<file path="config.mk">
export PLATFORM = sky130hd
export DESIGN_NAME = atx_top
export DESIGN_NICKNAME = d
export VERILOG_FILES = /design/src/atx_top.v
export VERILOG_INCLUDE_DIRS = /design/src
export SDC_FILE = /design/constraint.sdc
export NUM_CORES = 1
export LEC_CHECK = 0
export ABC_AREA = 1
export BUFFER_PORTS_ARGS = -buffer_cell sky130_fd_sc_hd__buf_4
export CAP_MARGIN = 20
export CORE_UTILIZATION = 35
export DETAILED_ROUTE_END_ITERATION = 7
export HOLD_SLACK_MARGIN = 0.03
export PLACE_DENSITY = 0.57
export SLEW_MARGIN = 10
export SYNTH_ARGS = -nofsm -noshare
export SYNTH_HDL_FRONTEND = slang
export SYNTH_SLANG_ARGS = --single-unit
</file>
<file path="constraint.sdc">
create_clock -name clk -period 3.45 [get_ports clk]
set_input_delay 0 -clock clk [delete_from_list [all_inputs] [get_ports clk]]
set_output_delay 0 -clock clk [all_outputs]
set_load 0.02 [all_outputs]
</file>
<file path="src/atx_map.vh">
`ifndef ATX_MAP_VH
`define ATX_MAP_VH
`define ATX_FIFO_DEPTH      32
`define ATX_HALF_LEVEL      6'h10
`define ATX_HS_PHASE        9'h005
`define ATX_HS_GAP          9'h028
`define ATX_LS_PHASE        9'h028
`define ATX_LS_GAP          9'h140
`define ATX_CLK_MHZ         250
`define ATX_DATA_CLK_MHZ    1
`define ATX_TICK_DIV        (`ATX_CLK_MHZ / `ATX_DATA_CLK_MHZ)
`define ATX_START_LAT_X10   25
`define ATX_BITS_PARITY     6'h1F
`define ATX_BITS_FULL       6'h20
`endif

</file>
<file path="src/atx_top.v">
`timescale 1ns/1ns
`include "atx_map.vh"
module atx_top #(
    parameter DEPTH = `ATX_FIFO_DEPTH,
    parameter AW    = 5,
    parameter TICK  = `ATX_TICK_DIV
)(
    input  wire        clk,
    input  wire        rstn,
    input  wire        master_reset_pin,
    input  wire        transmit_enable_pin,
    input  wire        low_speed,
    input  wire        parity_insert_bit,
    input  wire        parity_sense_bit,
    input  wire        loopback_select_bit,
    input  wire        repeater_mode,
    input  wire        low_half_load_strobe,
    input  wire        high_half_load_strobe,
    input  wire [15:0] host_data,
    input  wire        rx_word_read,
    input  wire [31:0] rx_word,
    output reg         serial_out_pair_a,
    output reg         serial_out_pair_b,
    output reg         rx1_loop_a,
    output reg         rx1_loop_b,
    output reg         rx2_loop_a,
    output reg         rx2_loop_b,
    output reg         loop_active,
    output reg         tx_empty_flag,
    output reg         tx_half_full_flag,
    output reg         tx_full_flag
);

// ------------------------------------------------------------
// Queue
// ------------------------------------------------------------
reg  [31:0]  mem [0:DEPTH-1];
reg  [AW-1:0] wr_ptr_reg;
reg  [AW-1:0] rd_ptr_reg;
reg  [AW:0]   count_reg;
reg  [15:0]   low_half_reg;
reg           enable_d_reg;
wire          clear = !rstn || master_reset_pin;
wire          pop;

// Repeater words arrive whole; no half order is assumed.
// repeater copy
// A repeater read and a host upper half in one cycle: the read wins and
// the host word is lost, so hosts should not mix both sources at once.
wire          rep_load = repeater_mode && rx_word_read;
wire          host_load = high_half_load_strobe && !rep_load;
wire          load = rep_load || host_load;
wire [31:0]   load_word = rep_load ? rx_word : {host_data, low_half_reg};
wire          push = load && (count_reg != DEPTH);

// ------------------------------------------------------------
// Helpers
// ------------------------------------------------------------
// Phase and gap counters share one end test.
function cnt_last;
    input [8:0] cnt;
    input [8:0] len;
    begin
        cnt_last = (cnt == len - 9'h001);
    end
endfunction

function par_bit;
    input ones_odd;
    input sense;
    begin
        par_bit = ~ones_odd ^ sense;
    end
endfunction

function [AW-1:0] ptr_inc;
    input [AW-1:0] p;
    begin
        ptr_inc = (p == DEPTH - 1) ? {AW{1'b0}} : p + 1'b1;
    end
endfunction

always @(posedge clk)
begin
    if (low_half_load_strobe)
    begin
        low_half_reg <= host_data;
    end
    if (push)
    begin
        mem[wr_ptr_reg] <= load_word;
    end
end

always @(posedge clk)
begin
    if (clear)
    begin
        wr_ptr_reg <= {AW{1'b0}};
        rd_ptr_reg <= {AW{1'b0}};
        count_reg  <= {(AW+1){1'b0}};
    end
    else
    begin
        if (push)
        begin
            wr_ptr_reg <= ptr_inc(wr_ptr_reg);
        end
        if (pop)
        begin
            rd_ptr_reg <= ptr_inc(rd_ptr_reg);
        end
        count_reg <= count_reg + {{AW{1'b0}}, push} - {{AW{1'b0}}, pop};
    end
end

// ------------------------------------------------------------
// Serializer
// ------------------------------------------------------------
localparam S_IDLE = 2'd0;
localparam S_DATA = 2'd1;
localparam S_NULL = 2'd2;
localparam S_GAP  = 2'd3;

reg  [1:0]  state_reg;
reg  [31:0] shift_reg;
reg  [5:0]  bit_cnt_reg;
reg  [8:0]  phase_cnt_reg;
reg  [8:0]  tick_cnt_reg;
reg         cur_bit_reg;
reg         parity_reg;
reg         par_ins_reg;
wire        tick = (tick_cnt_reg == TICK - 1);
reg  [8:0]  phase_len;
reg  [8:0]  gap_len;
reg  [5:0]  nbits;
always @*
begin
    if (low_speed)
    begin
        phase_len = `ATX_LS_PHASE;
        gap_len   = `ATX_LS_GAP;
    end
    else
    begin
        phase_len = `ATX_HS_PHASE;
        gap_len   = `ATX_HS_GAP;
    end
    // word length
    // With parity on, the last of the 32 slots carries the parity bit.
    nbits = `ATX_BITS_FULL;
end
wire        enable_rise = transmit_enable_pin && !enable_d_reg;
assign pop = (state_reg == S_IDLE) && (count_reg != 0) &&
             (enable_rise || transmit_enable_pin);

// Starting in the cycle after the pop, with the tick counter cleared, keeps the first bit within one data clock.
always @(posedge clk)
begin
    if (clear)
    begin
        state_reg     <= S_IDLE;
        shift_reg     <= 32'h00000000;
        bit_cnt_reg   <= 6'h00;
        phase_cnt_reg <= 9'h000;
        tick_cnt_reg  <= 9'h000;
        cur_bit_reg   <= 1'b0;
        parity_reg    <= 1'b0;
        par_ins_reg   <= 1'b0;
        enable_d_reg  <= 1'b0;
    end
    else
    begin
        enable_d_reg <= transmit_enable_pin;
        tick_cnt_reg <= tick ? 9'h000 : tick_cnt_reg + 9'h001;
        case (state_reg)
            S_IDLE:
            begin
                if (pop)
                begin
                    shift_reg     <= mem[rd_ptr_reg];
                    par_ins_reg   <= parity_insert_bit;
                    parity_reg    <= 1'b0;
                    bit_cnt_reg   <= 6'h00;
                    phase_cnt_reg <= 9'h000;
                    tick_cnt_reg  <= 9'h000;
                    cur_bit_reg   <= mem[rd_ptr_reg][0];
                    state_reg     <= S_DATA;
                end
            end
            S_DATA:
            begin
                if (tick)
                begin
                    if (cnt_last(phase_cnt_reg, phase_len))
                    begin
                        phase_cnt_reg <= 9'h000;
                        state_reg     <= S_NULL;
                    end
                    else
                    begin
                        phase_cnt_reg <= phase_cnt_reg + 9'h001;
                    end
                end
            end
            S_NULL:
            begin
                if (tick)
                begin
                    if (cnt_last(phase_cnt_reg, phase_len))
                    begin
                        phase_cnt_reg <= 9'h000;
                        parity_reg    <= parity_reg ^ cur_bit_reg;
                        bit_cnt_reg   <= bit_cnt_reg + 6'h01;
                        shift_reg     <= {1'b0, shift_reg[31:1]};
                        if (bit_cnt_reg == nbits - 6'h01)
                        begin
                            state_reg <= S_GAP;
                        end
                        else
                        begin
                            state_reg <= S_DATA;
                            if (par_ins_reg &&
                                bit_cnt_reg == `ATX_BITS_PARITY - 1)
                            begin
                                cur_bit_reg <= par_bit(parity_reg ^ cur_bit_reg,
                                                       parity_sense_bit);
                            end
                            else
                            begin
                                cur_bit_reg <= shift_reg[1];
                            end
                        end
                    end
                    else
                    begin
                        phase_cnt_reg <= phase_cnt_reg + 9'h001;
                    end
                end
            end
            S_GAP:
            begin
                if (tick)
                begin
                    if (cnt_last(phase_cnt_reg, gap_len))
                    begin
                        phase_cnt_reg <= 9'h000;
                        state_reg     <= S_IDLE;
                    end
                    else
                    begin
                        phase_cnt_reg <= phase_cnt_reg + 9'h001;
                    end
                end
            end
            default:
            begin
                state_reg <= S_IDLE;
            end
        endcase
    end
end

// ------------------------------------------------------------
// Outputs
// ------------------------------------------------------------
// null when idle
wire drv_a = (state_reg == S_DATA) && cur_bit_reg;
wire drv_b = (state_reg == S_DATA) && !cur_bit_reg;

always @(posedge clk)
begin
    if (clear)
    begin
        serial_out_pair_a <= 1'b0;
        serial_out_pair_b <= 1'b0;
        rx1_loop_a        <= 1'b0;
        rx1_loop_b        <= 1'b0;
        rx2_loop_a        <= 1'b0;
        rx2_loop_b        <= 1'b0;
        loop_active       <= 1'b0;
        tx_empty_flag     <= 1'b1;
        tx_half_full_flag <= 1'b1;
        tx_full_flag      <= 1'b0;
    end
    else
    begin
        // control kept
        // Control bits are plain ports, so a master reset cannot alter them;
        // only the derived loop flag drops for the single reset cycle; the rx1/rx2 loop copies stay low until the serializer sends again.
        // output always driven
        serial_out_pair_a <= drv_a;
        serial_out_pair_b <= drv_b;
        loop_active <= !loopback_select_bit;
        rx1_loop_a <= !loopback_select_bit && drv_a;
        rx1_loop_b <= !loopback_select_bit && drv_b;
        rx2_loop_a <= !loopback_select_bit && drv_b;
        rx2_loop_b <= !loopback_select_bit && drv_a;
        tx_empty_flag <= (count_reg == 0) && (state_reg == S_IDLE) && !pop
                         && !push;
        tx_half_full_flag <= (count_reg < `ATX_HALF_LEVEL);
        tx_full_flag <= (count_reg == DEPTH);
    end
end

endmodule

</file>
==> results.yml <==
timing:
  post-route-min-period_ns: 2.95
  post-route-period-util_pct: 85.4
  rsz0062_at_grt: "false"
  timing.fmax_mhz: 339
  max_slew_margin_pct: 25.4
  hold_violations: 0
  finalSetupTns_ns: 0
  fin_worst_skew_ns: 0.0615
  final_count_of_pins_violating_max_slew: 0
  slew_at_the_pin_closest_to_its_max_slew_limit_ns: 1.12
  setup-violations-final: 0
synthesis:
  async_flop_share_pct: 0
  yosys_register_bits: 1129
  xor_xnor_share_of_the_synthesized_area_pct: 0.261
  netlist.top_cell.by_area: "edfxtp_1"
  synth_compound_gate_area_share_pct: 1.22
  synth_area_per_cell_um2: 10.9
  postSynth.topFlopCell: "edfxtp_1"
  yosys_warnings: 0
  synth_largest_type_area_fraction_pct: 66.5
  synth_fp_nets: 4392
  yosys.area_share.simple_pct: 22.8
  post_synth_mux_area_share_pct: 0.768
  post_synthesis_cells: 4304
  synthesis.area_um2: 46900
  synth-seq-area-share_pct: 70.3
  netlist_top_cells_area: "edfxtp_1 67%, nand2_1 14%, nand3_1 8.1%"
  synth-edff-count: 1040
  synthAdderAreaFrac_pct: 0.762
  synthDistinctLibCells: 37
  combinational_family_with_the_most_area_after_synthesis: "simple AND/OR/NAND/NOR gates"
power:
  power-per-cell-area_nw_per_um2: 648
  p_leak_uw: 0.0202
  irDropWorstVdd_uv: 428
  total_power_uw: 35100
placed_design:
  detailed_place_hpwl_um: 72800
  portBuffers: 69
  routabilityCongestion: 0.798
  placed_cells_incl_taps: 6013
run_status:
  outcome: "complete, no violations"
worst_setup_path:
  worst-path-max-fanout: 20
  critical_path_arrival_ns: 3.60
  wp_data_required_ns: 4.11
  crit_path_frequent_cell: "dlygate4sd3_1"
  cp_slowest_cell: "dlygate4sd3_1"
  setup.worst_path.class: "in -> reg"
  element_type_at_the_critical_path_start: "input pin"
  cp_cell_sequence: "dlygate4sd3_1, buf_4, nor2_4, dlygate4sd3_1, o21ai_0, dlygate4sd3_1, nor2_1, dlygate4sd3_1"
  worstSetupEndpointType: "flip-flop"
  crit_path_max_incr_delay_ns: 1.31
die:
  start_util_pct: 35.2
  die_outline_area_um2: 136000
  design.core.area_um2: 133000
  placement_rows: 134
  fp.dieW_um: 368
  io-pin-count: 70
  die_h_um: 368
layout:
  fillerInstances: 12583
  area_growth_syn_to_layout_pct: 15.5
  fin_cells: 6275
  layout_nets: 4497
  flip_flop_count_of_the_largest_register_after_layout: 1024
  layout.core_utilization_pct: 40.7
  layout-drive-gt1-share_pct: 9.70
route:
  drt-total-wl_um: 133000
  drtPass1Iterations: 5
  detailedRoute.firstIterationViolations: 3073
  route.detailed.vias_per_inst: 5.06
  number_of_antenna_violating_nets_in_the_routed_design: 0
  routed_wire_length_per_instance_um: 21.2
  route.detailed.drc: 0
  detailroute.via_count: 31741
global_route:
  number_of_antenna_violations_at_the_first_check_in_global_routing: 3
  globalRouteOverflowTotal: 0
  grt_first_pass_wirelength_um: 197000
  grt_max_degree: 116
  grt_use_total_pct: 19.4
  first_global_vias: 30335
cts:
  cts-root-buf: "clkbuf_16"
  cts.sinks: 1129
  cts-root-to-sink-buffers: 3
  clock_pin_slew_on_the_worst_setup_and_hold_paths_ns: 0.06
  clkLatencyLatePin_ns: 0.75
  tritoncts_clock_tree: "yes"
  post_cts_setup_bufs: 0
  htreeDepth: 3
  cts_buffers: 114
worst_hold_path:
  timing.hold.worst.class: "in -> reg"
run:
  timing.max_cap.violations: 0
==> stage by stage <==
| stage | setup slack (ns) | hold WS, ns | instance area (um^2) |
|---|---|---|---|
| after global routing | 0.306 | 0.0878 | 54200 |
| after CTS | 0.578 | 0.0393 | 54200 |
| after detailed placement | 0.621 | 0.182 | 50000 |
| after floorplan | -0.159 | 0.0724 | 46900 |
| after global placement | 0.633 | 0.185 | 50000 |
| final | 0.502 | 0.0585 | 54200 |
==> metal layers <==
layer,track usage [%],vias to the layer above,share of wire (%)
li1,-,14883,-
met1,27.3,15528,44
met2,31.1,1117,46
met3,2.82,213,6.7
met4,5.89,0,2.8
met5,0,-,0
==> repair_timing <==
action	4_1_cts	5_1_grt
endpoints found under the hold margin	113	0
hold buffers	48	0
gates resized for setup	0	0
==> cell usage after synthesis (all sizes together), types with 6 or more instances <==
cell type,n
a21oi,77
buf,169
clkbuf,75
dfxtp,89
edfxtp,1040
ha,27
inv,173
mux2,32
nand2,1693
nand3,760
nand4,8
nor2,87
nor3,16
o21ai,24
xnor2,6
xor2,8
==> cells by family (layout without fill, tap and decap cells) <==
family	after synthesis	in the layout
AO/OA/AOI/OAI	109	109
XOR/XNOR	14	14
buffers and inverters	420	621
other	0	2
adder cells (fa/ha/maj)	28	28
AND/OR/NAND/NOR	2572	2572
multiplexers	32	32
flip-flops	1129	1129
==> layout by cell type, fill, tap and decap left out, types with 4 or more instances in the layout <==
cell | netlist | final
clkinv_1 | 2 | 17
a21oi_1 | 77 | 77
mux2_2 | 32 | 32
nor3_2 | 0 | 4
nor3_1 | 16 | 12
clkbuf_8 | 0 | 11
buf_12 | 0 | 30
nand3_1 | 760 | 760
clkbuf_1 | 75 | 31
xnor2_1 | 6 | 6
dlygate4sd3_1 | 0 | 48
o21ai_0 | 21 | 21
clkinv_2 | 0 | 23
nand4_1 | 8 | 8
dfxtp_4 | 0 | 4
clkbuf_16 | 0 | 116
ha_1 | 27 | 27
dfxtp_1 | 89 | 84
nor2_4 | 0 | 29
xor2_1 | 8 | 8
bufinv_16 | 0 | 7
inv_2 | 6 | 4
edfxtp_1 | 1040 | 1040
nor2_1 | 87 | 58
nand2_1 | 1690 | 1689
inv_1 | 167 | 166
buf_4 | 32 | 155
==> critical path, delay by kind of cell <==
family | cells | cell delay, ns
AOI/OAI and AO/OA | 1 | 0.20
buffers and inverters | 5 | 3.16
and+or+nand+nor | 2 | 0.23
==> final timing paths <==
kind,cells past startpoint,slack (ns),startpoint,endpoint
setup / recovery,8,0.50,master_reset_pin,par_ins_reg
hold / removal,2,0.06,rx_word[9],mem[17][9]
setup reg to reg,15,0.62,state_reg[0],count_reg[4]
hold reg to reg,2,0.47,shift_reg[31],shift_reg[31]
==> cell type report <==
cell class | count | area [um^2] | area share (%)
Antenna cell | 2 | 5.00 | 0.00923
Clock buffer | 159 | 3180 | 5.86
Clock inverter | 53 | 513 | 0.947
Inverter | 176 | 683 | 1.26
Multi-Input combinational cell | 2755 | 12300 | 22.8
Sequential cell | 1129 | 33000 | 60.9
Tap cell | 1768 | 2210 | 4.08
Timing Repair Buffer | 233 | 2240 | 4.14
==> power breakdown <==
part           internal [uW]  total (uW)  switching, uW
clock network           6950       12300           5300
registers              15500       15800            277
logic                   2100        7100           4990
Note: power is estimated with default switching activity, not from simulation.
